File: src/design/tmr_cnt_pkg.sv
// Constants, register map and BCD helpers shared by the timer and counter logic.
package tmr_cnt_pkg;
  // ==========================================================
  // Timing.
  localparam int unsigned CLK_PERIOD_NS = 8;
  localparam int unsigned CENTI_TIME_NS = 10_000_000;
  localparam int unsigned CENTI_CYCLES = CENTI_TIME_NS / CLK_PERIOD_NS;
  localparam logic [3:0] STEP_LAST = 4'h9;
  // ==========================================================
  // Fixed timer slots and adjustment limits.
  localparam logic [3:0] SLOT_SINGLE = 4'hf;
  localparam logic [3:0] SLOT_RANGED_ONE = 4'hb;
  localparam logic [3:0] SLOT_RANGED_TWO = 4'hc;
  localparam logic [7:0] ADJ_MIN = 8'h01;
  localparam logic [7:0] ADJ_MAX = 8'hfa;
  // ==========================================================
  // Register addresses.
  localparam logic [7:0] ADDR_SCAN = 8'h00;
  localparam logic [7:0] ADDR_RANGE_ONE = 8'h01;
  localparam logic [7:0] ADDR_RANGE_TWO = 8'h02;
  localparam logic [7:0] ADDR_CNT_PRESET = 8'h03;
  localparam logic [7:0] ADDR_CNT_SLOT = 8'h04;
  localparam logic [7:0] ADDR_ADJ_WORD = 8'h08;
  localparam logic [7:0] ADDR_STATUS = 8'h09;
  localparam logic [7:0] ADDR_DONE_MAP = 8'h0a;
  localparam logic [7:0] ADDR_CNT_PV = 8'h0b;
  localparam logic [7:0] ADDR_TIMER_PV = 8'h0c;
  // ==========================================================
  // Field positions and reset values.
  localparam int COND_SINGLE = 0;
  localparam int COND_RANGED_ONE = 1;
  localparam int COND_RANGED_TWO = 2;
  localparam int COND_INTERLOCK = 3;
  localparam int COND_COUNT = 4;
  localparam int COND_RESET = 5;
  localparam int FROM_WORD = 16;
  localparam int ST_ERROR = 0;
  localparam int ST_FIRST_SCAN = 1;
  localparam logic [15:0] RANGE_CODE_SEC = 16'h0000;
  localparam logic [15:0] RANGE_CODE_DECI = 16'h0001;
  localparam logic [15:0] RANGE_CODE_CENTI = 16'h0002;
  localparam logic [16:0] RANGE_RESET = 17'h00001;
  localparam logic [16:0] CNT_PRESET_RESET = 17'h00000;
  localparam logic [3:0] CNT_SLOT_RESET = 4'h0;

  // True when all four digits are decimal.
  function automatic logic bcd_valid(input logic [15:0] v);
    logic ok;
    ok = 1'b1;
    for (int i = 0; i < 4; i++) begin
      if (v[i*4+:4] > 4'h9) ok = 1'b0;
    end
    return ok;
  endfunction : bcd_valid

  // Three-digit BCD of a binary value up to 255.
  function automatic logic [11:0] bin_to_bcd3(input logic [7:0] v);
    logic [7:0] h;
    logic [7:0] t;
    logic [7:0] o;
    h = v / 8'h64;
    t = (v % 8'h64) / 8'h0a;
    o = v % 8'h0a;
    return {h[3:0], t[3:0], o[3:0]};
  endfunction : bin_to_bcd3

  // Four-digit BCD minus one, digit by digit with borrow.
  function automatic logic [15:0] bcd_dec4(input logic [15:0] v);
    logic [15:0] r;
    logic borrow;
    r = v;
    borrow = 1'b1;
    for (int i = 0; i < 4; i++) begin
      if (borrow) begin
        if (r[i*4+:4] == 4'h0) begin
          r[i*4+:4] = 4'h9;
        end else begin
          r[i*4+:4] = r[i*4+:4] - 4'h1;
          borrow = 1'b0;
        end
      end
    end
    return r;
  endfunction : bcd_dec4
endpackage : tmr_cnt_pkg

File: src/design/analog_timer.sv
// One down-running analog timer with preset load and completion flag.
`timescale 1ns/100ps
module analog_timer (
  input wire logic core_clk,
  input wire logic resetn,
  input wire logic tick,
  input wire logic exec_on,
  input wire logic clear,
  input wire logic [7:0] preset,
  output logic [7:0] pv,
  output logic done
);
  import tmr_cnt_pkg::*;

  logic [7:0] pv_q;
  logic done_q;

  // Load while idle or cleared, run down on base ticks, flag at zero.
  always_ff @(posedge core_clk) begin
    if (!resetn) begin
      pv_q <= 8'h00;
      done_q <= 1'b0;
    end else if (clear || !exec_on) begin
      pv_q <= preset;
      done_q <= 1'b0;
    end else if (pv_q == 8'h00) begin
      done_q <= 1'b1;
    end else if (tick) begin
      pv_q <= pv_q - 8'h01;
      done_q <= (pv_q == 8'h01);
    end
  end

  assign pv = pv_q;
  assign done = done_q;

  chk_timer_load: assert property (@(posedge core_clk) disable iff (!resetn)
    (clear || !exec_on) |=> (pv_q == $past(preset)) && !done_q)
    else $error("timer did not reload when idle or cleared");
  chk_timer_done: assert property (@(posedge core_clk) disable iff (!resetn)
    done_q |-> (pv_q == 8'h00))
    else $error("timer done with nonzero value");
endmodule : analog_timer

File: src/design/preset_down_counter.sv
// Scan-evaluated BCD down counter with edge count and level reset.
`timescale 1ns/100ps
module preset_down_counter (
  input wire logic core_clk,
  input wire logic resetn,
  input wire logic scan,
  input wire logic count_in,
  input wire logic reset_in,
  input wire logic [15:0] preset,
  output logic [15:0] pv,
  output logic done
);
  import tmr_cnt_pkg::*;

  logic [15:0] pv_q;
  logic done_q;
  logic prev_cp_q;
  logic prev_rst_q;
  logic rise_cp;

  assign rise_cp = count_in && !prev_cp_q;

  // Inputs seen at the previous execution, for edge detection.
  always_ff @(posedge core_clk) begin
    if (!resetn) begin
      prev_cp_q <= 1'b0;
      prev_rst_q <= 1'b0;
    end else if (scan) begin
      prev_cp_q <= count_in;
      prev_rst_q <= reset_in;
    end
  end

  // Count state changes only at an execution.
  always_ff @(posedge core_clk) begin
    if (!resetn) begin
      pv_q <= 16'h0000;
      done_q <= 1'b0;
    end else if (scan) begin
      if (reset_in) begin
        done_q <= 1'b0;
        if (!prev_rst_q) pv_q <= preset;
      end else if (rise_cp && pv_q != 16'h0000) begin
        pv_q <= bcd_dec4(pv_q);
        if (bcd_dec4(pv_q) == 16'h0000) done_q <= 1'b1;
      end
    end
  end

  assign pv = pv_q;
  assign done = done_q;

  chk_edge_decrement: assert property (@(posedge core_clk) disable iff (!resetn)
    (scan && !reset_in && rise_cp && pv_q != 16'h0000) |=> pv_q == bcd_dec4($past(pv_q)))
    else $error("counter missed a rising count edge");
  chk_hold_steady: assert property (@(posedge core_clk) disable iff (!resetn)
    (!scan || (!reset_in && !rise_cp)) |=> $stable(pv_q))
    else $error("counter changed without a rising edge");
  chk_reset_reload: assert property (@(posedge core_clk) disable iff (!resetn)
    (scan && reset_in && !prev_rst_q) |=> pv_q == $past(preset) && !done_q)
    else $error("counter did not reload on reset edge");
  chk_done_sticky: assert property (@(posedge core_clk) disable iff (!resetn)
    (done_q && !(scan && reset_in)) |=> done_q)
    else $error("counter done dropped before reset");
endmodule : preset_down_counter

File: src/design/analog_timer_down_counter.sv
// Top of the analog timers and preset counter with register port.
//
// Added by the designer: strobed register access and the address map.
`timescale 1ns/100ps
// Summary of operation
// - Single timer preset from adjustment, BCD stored
// - Single timer preset 0.1 to 25.0 s
// - Single timer always at slot 15
// - Ranged timers fixed at slots 11, 12
// - Adjustment BCD placed in dedicated word 08
// - Range code picks 1 s, 0.1 s, 0.01 s
// - Ranged timers take range code, never preset
// - Range code immediate or from a word
// - Adjustment one shared, adjustment two separate
// - Timers clear on interlock off or power loss
// - Non-BCD range word sets error, still runs
// - Counter decrements on rising count input
// - Steady or falling input leaves counter unchanged
// - Counter done at zero until reset
// - Reset edge reloads; no counting while reset
// - Counter keeps value through interlock, power loss
// - Non-BCD preset word sets error, still runs
// - First-scan flag usable as counter reset
// - Centisecond time base of 0.01 s
module analog_timer_down_counter #(
  parameter int unsigned CENTI_CYC = tmr_cnt_pkg::CENTI_CYCLES
) (
  input wire logic core_clk,
  input wire logic resetn,
  input wire logic [7:0] reg_addr,
  input wire logic [31:0] reg_wdata,
  input wire logic reg_wr,
  input wire logic reg_rd,
  output logic [31:0] reg_rdata,
  input wire logic [7:0] adj_one_raw,
  input wire logic [7:0] adj_two_raw,
  input wire logic power_fail,
  output logic [15:0] done_map,
  output logic error_flag,
  output logic first_scan_flag
);
  import tmr_cnt_pkg::*;

  // ==========================================================
  // Pin synchronisers.
  logic [7:0] adj_one_s1_q;
  logic [7:0] adj_one_s2_q;
  logic [7:0] adj_two_s1_q;
  logic [7:0] adj_two_s2_q;
  logic pwr_s1_q;
  logic pwr_s2_q;

  // The knobs move slowly, so a per-bit synchroniser is enough; a reading
  // caught mid-change is corrected at the next edge.
  always_ff @(posedge core_clk) begin
    if (!resetn) begin
      adj_one_s1_q <= 8'h00;
      adj_one_s2_q <= 8'h00;
      adj_two_s1_q <= 8'h00;
      adj_two_s2_q <= 8'h00;
      pwr_s1_q <= 1'b0;
      pwr_s2_q <= 1'b0;
    end else begin
      adj_one_s1_q <= adj_one_raw;
      adj_one_s2_q <= adj_one_s1_q;
      adj_two_s1_q <= adj_two_raw;
      adj_two_s2_q <= adj_two_s1_q;
      pwr_s1_q <= power_fail;
      pwr_s2_q <= pwr_s1_q;
    end
  end

  // ==========================================================
  // Adjustment readings, clamped and converted.
  logic [7:0] adj_one_val;
  logic [7:0] adj_two_val;
  logic [31:0] adj_word_q;

  // Clamp into 1..250 steps so no range can yield a zero preset.
  assign adj_one_val = (adj_one_s2_q < ADJ_MIN) ? ADJ_MIN :
                       (adj_one_s2_q > ADJ_MAX) ? ADJ_MAX : adj_one_s2_q;
  assign adj_two_val = (adj_two_s2_q < ADJ_MIN) ? ADJ_MIN :
                       (adj_two_s2_q > ADJ_MAX) ? ADJ_MAX : adj_two_s2_q;

  // Dedicated word 08 holds both settings in BCD.
  always_ff @(posedge core_clk) begin
    if (!resetn) begin
      adj_word_q <= 32'h0000_0000;
    end else begin
      adj_word_q <= {4'h0, bin_to_bcd3(adj_two_val),
                     4'h0, bin_to_bcd3(adj_one_val)};
    end
  end

  // ==========================================================
  // Time base.
  logic [20:0] centi_cnt_q;
  logic [3:0] deci_cnt_q;
  logic [3:0] sec_cnt_q;
  logic tick_centi;
  logic tick_deci;
  logic tick_sec;

  assign tick_centi = (centi_cnt_q == 21'(CENTI_CYC - 1));
  assign tick_deci = tick_centi && (deci_cnt_q == STEP_LAST);
  assign tick_sec = tick_deci && (sec_cnt_q == STEP_LAST);

  // Cascaded dividers: 0.01 s, then tenths, then seconds.
  always_ff @(posedge core_clk) begin
    if (!resetn) begin
      centi_cnt_q <= 21'h000000;
      deci_cnt_q <= 4'h0;
      sec_cnt_q <= 4'h0;
    end else begin
      centi_cnt_q <= tick_centi ? 21'h000000 : centi_cnt_q + 21'h000001;
      if (tick_centi) deci_cnt_q <= tick_deci ? 4'h0 : deci_cnt_q + 4'h1;
      if (tick_deci) sec_cnt_q <= tick_sec ? 4'h0 : sec_cnt_q + 4'h1;
    end
  end

  // ==========================================================
  // Registers written by software.
  logic [5:0] cond_q;
  logic scan_q;
  logic [16:0] range_one_q;
  logic [16:0] range_two_q;
  logic [16:0] cnt_preset_q;
  logic [3:0] cnt_slot_q;
  logic wr_scan;

  assign wr_scan = reg_wr && (reg_addr == ADDR_SCAN);

  // A scan write latches the execution conditions and fires one execution.
  always_ff @(posedge core_clk) begin
    if (!resetn) begin
      cond_q <= 6'h00;
      scan_q <= 1'b0;
    end else begin
      scan_q <= wr_scan;
      if (wr_scan) cond_q <= reg_wdata[5:0];
    end
  end

  // Only range codes are writable for the ranged timers; there is no preset
  // register for them at all, and the source bit marks a word operand.
  always_ff @(posedge core_clk) begin
    if (!resetn) begin
      range_one_q <= RANGE_RESET;
      range_two_q <= RANGE_RESET;
      cnt_preset_q <= CNT_PRESET_RESET;
      cnt_slot_q <= CNT_SLOT_RESET;
    end else if (reg_wr) begin
      if (reg_addr == ADDR_RANGE_ONE) range_one_q <= reg_wdata[16:0];
      if (reg_addr == ADDR_RANGE_TWO) range_two_q <= reg_wdata[16:0];
      if (reg_addr == ADDR_CNT_PRESET) cnt_preset_q <= reg_wdata[16:0];
      if (reg_addr == ADDR_CNT_SLOT) cnt_slot_q <= reg_wdata[3:0];
    end
  end

  // ==========================================================
  // Timer controls.
  logic interlock_on;
  logic timer_clear;
  logic tick_one;
  logic tick_two;
  logic [7:0] pv_single;
  logic [7:0] pv_one;
  logic [7:0] pv_two;
  logic done_single;
  logic done_one;
  logic done_two;

  assign interlock_on = cond_q[COND_INTERLOCK];
  assign timer_clear = !interlock_on || pwr_s2_q;

  // Unknown range codes fall back to whole seconds.
  assign tick_one = (range_one_q[15:0] == RANGE_CODE_DECI) ? tick_deci :
                    (range_one_q[15:0] == RANGE_CODE_CENTI) ? tick_centi : tick_sec;
  assign tick_two = (range_two_q[15:0] == RANGE_CODE_DECI) ? tick_deci :
                    (range_two_q[15:0] == RANGE_CODE_CENTI) ? tick_centi : tick_sec;

  // Single timer: tenths of a second from adjustment one.
  analog_timer u_single_analog_timer (
    .core_clk(core_clk),
    .resetn(resetn),
    .tick(tick_deci),
    .exec_on(cond_q[COND_SINGLE]),
    .clear(timer_clear),
    .preset(adj_one_val),
    .pv(pv_single),
    .done(done_single)
  );

  // First ranged timer shares adjustment one with the single timer.
  analog_timer u_ranged_analog_timer_one (
    .core_clk(core_clk),
    .resetn(resetn),
    .tick(tick_one),
    .exec_on(cond_q[COND_RANGED_ONE]),
    .clear(timer_clear),
    .preset(adj_one_val),
    .pv(pv_one),
    .done(done_one)
  );

  // Second ranged timer runs from its own adjustment.
  analog_timer u_ranged_analog_timer_two (
    .core_clk(core_clk),
    .resetn(resetn),
    .tick(tick_two),
    .exec_on(cond_q[COND_RANGED_TWO]),
    .clear(timer_clear),
    .preset(adj_two_val),
    .pv(pv_two),
    .done(done_two)
  );

  // ==========================================================
  // Counter.
  logic [15:0] cnt_pv;
  logic cnt_done;
  logic cnt_scan;

  // Interlock only suspends execution; neither it nor a power loss touches
  // the counter value.
  assign cnt_scan = scan_q && interlock_on;

  preset_down_counter u_preset_down_counter (
    .core_clk(core_clk),
    .resetn(resetn),
    .scan(cnt_scan),
    .count_in(cond_q[COND_COUNT]),
    .reset_in(cond_q[COND_RESET]),
    .preset(cnt_preset_q[15:0]),
    .pv(cnt_pv),
    .done(cnt_done)
  );

  // ==========================================================
  // Flags.
  logic error_q;
  logic first_scan_q;
  logic err_event;
  logic err_clear;

  // Only word operands are checked; an immediate code is trusted.
  assign err_event = scan_q && (
    (range_one_q[FROM_WORD] && !bcd_valid(range_one_q[15:0])) ||
    (range_two_q[FROM_WORD] && !bcd_valid(range_two_q[15:0])) ||
    (cnt_preset_q[FROM_WORD] && !bcd_valid(cnt_preset_q[15:0])));
  assign err_clear = reg_wr && (reg_addr == ADDR_STATUS) && reg_wdata[ST_ERROR];

  // Error is sticky; a new event in the clearing cycle wins.
  always_ff @(posedge core_clk) begin
    if (!resetn) begin
      error_q <= 1'b0;
    end else if (err_event) begin
      error_q <= 1'b1;
    end else if (err_clear) begin
      error_q <= 1'b0;
    end
  end

  // First-scan flag stands from reset until the first execution ends.
  always_ff @(posedge core_clk) begin
    if (!resetn) begin
      first_scan_q <= 1'b1;
    end else if (scan_q) begin
      first_scan_q <= 1'b0;
    end
  end

  // ==========================================================
  // Completion map by slot.
  logic [15:0] done_map_q;
  logic [15:0] done_map_d;

  always_comb begin
    done_map_d = 16'h0000;
    done_map_d[cnt_slot_q] = cnt_done;
    done_map_d[SLOT_RANGED_ONE] = done_one;
    done_map_d[SLOT_RANGED_TWO] = done_two;
    done_map_d[SLOT_SINGLE] = done_single;
  end

  always_ff @(posedge core_clk) begin
    if (!resetn) begin
      done_map_q <= 16'h0000;
    end else begin
      done_map_q <= done_map_d;
    end
  end

  // ==========================================================
  // Read port.
  logic [31:0] rdata_q;

  // Unmapped addresses read as zero, one cycle after the strobe.
  always_ff @(posedge core_clk) begin
    if (!resetn) begin
      rdata_q <= 32'h0000_0000;
    end else if (reg_rd) begin
      unique case (reg_addr)
        ADDR_SCAN: rdata_q <= {26'h0000000, cond_q};
        ADDR_RANGE_ONE: rdata_q <= {15'h0000, range_one_q};
        ADDR_RANGE_TWO: rdata_q <= {15'h0000, range_two_q};
        ADDR_CNT_PRESET: rdata_q <= {15'h0000, cnt_preset_q};
        ADDR_CNT_SLOT: rdata_q <= {28'h0000000, cnt_slot_q};
        ADDR_ADJ_WORD: rdata_q <= adj_word_q;
        ADDR_STATUS: rdata_q <= {30'h00000000, first_scan_q, error_q};
        ADDR_DONE_MAP: rdata_q <= {16'h0000, done_map_q};
        ADDR_CNT_PV: rdata_q <= {16'h0000, cnt_pv};
        ADDR_TIMER_PV: rdata_q <= {8'h00, pv_two, pv_one, pv_single};
        default: rdata_q <= 32'h0000_0000;
      endcase
    end else begin
      rdata_q <= 32'h0000_0000;
    end
  end

  assign reg_rdata = rdata_q;
  assign done_map = done_map_q;
  assign error_flag = error_q;
  assign first_scan_flag = first_scan_q;

  // ==========================================================
  // Checks.
  chk_error_sets: assert property (@(posedge core_clk) disable iff (!resetn)
    err_event |=> error_q)
    else $error("error flag not set by bad BCD word");
  chk_first_scan_drop: assert property (@(posedge core_clk) disable iff (!resetn)
    scan_q |=> !first_scan_q ##1 !first_scan_q)
    else $error("first-scan flag survived an execution");
  chk_slot_single: assert property (@(posedge core_clk) disable iff (!resetn)
    ##1 done_map_q[SLOT_SINGLE] == $past(done_single))
    else $error("single timer not reported at slot 15");
  chk_shared_adjust: assert property (@(posedge core_clk) disable iff (!resetn)
    $stable(adj_one_s2_q) && $stable(adj_two_s2_q) |=>
      adj_word_q[11:0] == bin_to_bcd3($past(adj_one_val)) &&
      adj_word_q[27:16] == bin_to_bcd3($past(adj_two_val)))
    else $error("word 08 does not follow the adjustments");
  chk_counter_keeps: assert property (@(posedge core_clk) disable iff (!resetn)
    (timer_clear && !cnt_scan) |=> $stable(cnt_pv))
    else $error("counter value lost on clear");
endmodule : analog_timer_down_counter

File: config.mk
export PLATFORM = sky130hd
export DESIGN_NAME = analog_timer_down_counter
export DESIGN_NICKNAME = d
export VERILOG_FILES = /design/src/design/tmr_cnt_pkg.sv /design/src/design/analog_timer.sv /design/src/design/preset_down_counter.sv /design/src/design/analog_timer_down_counter.sv
export SDC_FILE = /design/constraint.sdc
export NUM_CORES = 1
export LEC_CHECK = 0
export BUFFER_PORTS_ARGS = -buffer_cell sky130_fd_sc_hd__buf_2
export CAP_MARGIN = 30
export CELL_PAD_IN_SITES_DETAIL_PLACEMENT = 2
export CELL_PAD_IN_SITES_GLOBAL_PLACEMENT = 2
export CORE_ASPECT_RATIO = 2
export CORE_UTILIZATION = 38
export CTS_CLUSTER_SIZE = 20
export DETAILED_ROUTE_END_ITERATION = 7
export PLACE_DENSITY_LB_ADDON = 0.1
export RECOVER_POWER = 100
export SLEW_MARGIN = 20
export SYNTH_ARGS = -nofsm -noshare
export SYNTH_HDL_FRONTEND = slang
export SYNTH_SLANG_ARGS = --single-unit
File: constraint.sdc
create_clock -name core_clk -period 5.85 [get_ports core_clk]
set_clock_uncertainty 0.05 [all_clocks]
set_input_delay 0.585 -clock core_clk [delete_from_list [all_inputs] [get_ports core_clk]]
set_output_delay 0.585 -clock core_clk [all_outputs]
set_load 0.02 [all_outputs]
==> metrics.md <==
| Metric | Value |
|---|---|
| Outcome | finished with violations |
| Failing checks | max-capacitance violations, max-slew violations |
| Setup Fix Bufs, Post-CTS | 0 |
| Share of cells above drive strength 1 | 8.99% |
| H-Tree Depth | 1 |
| Port buffer count | 89 |
| CTS root buffer | clkbuf_16 |
| Num CTS Buffers | 24 |
| Clk network pwr share | 47.7% |
| Routability cong. | 0.881 |
| Layout Area Growth over Synthesis | 11.2% |
| Drt wl/cell | 24.3 microns |
| Register bit total from synthesis | 235 |
| DRT iter0 DRCs | 529 |
| Max_cap viols | 3 |
| Clock sink total | 235 |
| Clk buf depth | 3 |
| Most frequent cells in the layout | dfxtp_1, nand2_1, a21oi_1, nor2_1, o21ai_0 |
| Fin. Hold Viols | 0 |
| Die W | 127 microns |
| Setup Viol. Count Final | 0 |
| Number of global-route vias before repair | 12178 |
| Leak | 4.51 nW |
| Overall Power | 3.66 mW |
| HP Class | in2reg |
| Synthesized area | 11900 sq um |
| Worst rel slew slack | -35.2% |
| Fmax | 0.259 GHz |
| Post-Route WL | 45800 microns |
| DIE AREA | 31900 sq um |
| CTS tree | yes |
| Net Sw Frac | 24.6% |
| M2 GR Usage | 54.9% |
| Fin area | 13200 sq um |
| Fin. max-slew vios | 111 |
| Congestion Overflow GR | 0 |
| Nets | 1572 |
| Clock transition at path regs | 0.07 ns |
| Commonest non-fill, non-tap cell in the layout | dfxtp_1 |
| Placement Rows | 91 |
| GRT Max-Usage Layer | met2 |
| Worst setup margin | 1.98 ns |
| Reg power frac | 45.2% |
| Max VDD drop | 0.000260 V |
| ANT cells | 0 |
| Grt met1 use | 27.9% |
| Residual DRC | 0 |
| Worst Setup Start Kind | flip-flop |
| Fraction of registers with async set/reset | 0% |
| Initial Util | 38.6% |
| Cell count after synthesis | 1469 |
| Synth Area per Inst | 8.07 sq um |
| DRT Pass-1 Iters | 5 |
| Setup WS pre-CTS | 2.51 ns |
| Resized Gates After CTS | 0 |
| Die Ht | 252 microns |
| Global Route Usage Sum | 28.8% |
| RSZ-0062 raised after global routing | no |
| CTS hold repair buffers | 0 |
| Grt met3 use | 3.35% |
| Period utilization | 66.1% |
| Half-perimeter wire length after detailed placement | 33600 microns |
| Pint | 2.76 mW |
| Detail Route Antenna Nets | 0 |
| Ys Warns | 0 |
| Count of cell types in the netlist | 93 |
| Crit path DAT | 4.25 ns |
| Core footprint | 30700 sq um |
| Antenna violations before repair | 0 |
| Post-synthesis sequential area ratio | 39.7% |
| DR vias | 11564 |
| Crit path kind | reg2reg |
| Top_reg_cell synth | dfxtp_1 |
| P_sw | 899 uW |
| Largest net degree at the start of global routing | 53 |
| DR vias/cell | 6.13 |
| WP data required | 6.24 ns |
| Logic pwr share | 7.1% |
| TNS Setup | 0 ns |
| Crit end category | flip-flop |
| IO Count | 111 |
| Number of synthesized flops with an enable pin | 0 |
| Crit path time final | 3.87 ns |
| CP max FO | 14 |
| Cell Area, Placed | 12400 sq um |
| PD cells | 278 nW/um^2 |
| First-pass GRT wire length | 70400 microns |
| Latest clock arrival within the worst-skew pair | 0.54 ns |
| Slew @ Worst Pin | 2.03 ns |
-- worst max-delay path, stage by stage, from the launching register on --
cell	delay, ns
dfxtp_1	0.42
or4_4	0.64
nor4_1	0.50
a21boi_0	0.34
o21ai_0	1.28
o21ai_0	0.32
a21oi_1	0.21
-- logic make-up after synthesis --
family / synth area share (%)
adders and majority gates: 1.69
DFF: 39.7
buffers and inverters: 5.16
other: 0.0316
AOI/OAI and AO/OA: 22.4
xor gates and xnor gates: 2.51
muxes: 1.53
and+or+nand+nor: 27.0
-- power by group through the flow --
stage	logic (mW)	registers [mW]	clock network (mW)
floorplan	0.180	1.68	0
global placement	0.250	1.69	0
detailed placement	0.260	1.69	0
CTS	0.263	1.65	1.78
global route	0.287	1.66	1.83
finish	0.261	1.65	1.75
-- per-layer routing --
metal  wire, microns  up-vias
met1           15900     5819
met2           24600      284
met3            1540      132
met5               0        -
li1                -     5329
met4            3740        0
-- registers in the layout, indices dropped and copies added (netlist names), 16 cells and up --
| register | count |
|---|---|
| range_two_q | 17 |
| range_one_q | 17 |
| adj_word_q | 20 |
| u_preset_down_counter.pv | 16 |
| reg_rdata | 26 |
| cnt_preset_q | 17 |
| done_map | 16 |
| centi_cnt_q | 21 |
-- Yosys cell counts, drive strengths merged, types with 5 or more instances --
cell type    n  area share (%)
or3         19             1.0
inv         22            0.70
nand4       23             1.3
nand3b       6            0.38
o21bai       5            0.32
nand2b      13            0.69
mux2i        8            0.68
nand3       38             1.6
xor2        19             1.4
a22oi       44             2.8
nor2       122             4.0
nor3        38             2.0
a211oi      11            0.70
a32oi        7            0.52
o221ai       5            0.37
a21oi      125             5.3
o21ai       74             3.2
buf         38             1.9
nand2      214             6.8
o211ai       7            0.44
clkbuf      78             2.5
xnor2       15             1.1
ha          16             1.7
or2          5            0.26
a31oi       22             1.2
o311ai       6            0.44
and3        16            0.84
o31ai        9            0.57
a22o         6            0.44
a221oi      11            0.81
nor4b        9            0.77
a222oi       8            0.68
nor3b        7            0.44
mux2         9            0.85
a311oi       7            0.52
o2111ai      8            0.59
and2        53             2.8
dfxtp      235              40
or4         10            0.73
o21a         5            0.32
nor2b       20             1.1
and4         6            0.44
nor4        17             1.1
-- worst paths after layout --
kind | to | slack (ns) | startpoint | cells past startpoint
max | u_preset_down_counter.pv[7] | 1.98 | u_preset_down_counter.pv[0] | 6
min reg2reg | adj_two_s2_q[5] | 0.39 | adj_two_s1_q[5] | 1
min | adj_two_s1_q[0] | 0.20 | adj_two_raw[0] | 2
max reg2reg | u_preset_down_counter.pv[7] | 1.98 | u_preset_down_counter.pv[0] | 6
-- metrics by stage --
| stage | std cells | hold slack [ns] | util (%) |
|---|---|---|---|
| finish | 1885 | 0.198 | 42.9 |
| CTS | 1884 | 0.183 | 43.3 |
| detailed placement | 1840 | 0.377 | 40.4 |
| floorplan | 1474 | 0.362 | - |
| global placement | 1839 | 0.363 | 40.4 |
| global route | 1885 | 0.188 | 42.9 |
-- layout make-up --
class	count	area [sq um]
clock buffers	31	678
clock inverters	13	210
fillers	3525	17600
inverters	25	95.1
multi-input cells	1098	6490
flip-flops and latches	235	4700
well taps	372	465
repair buffers	111	539
(Power assumes the default switching activity.)
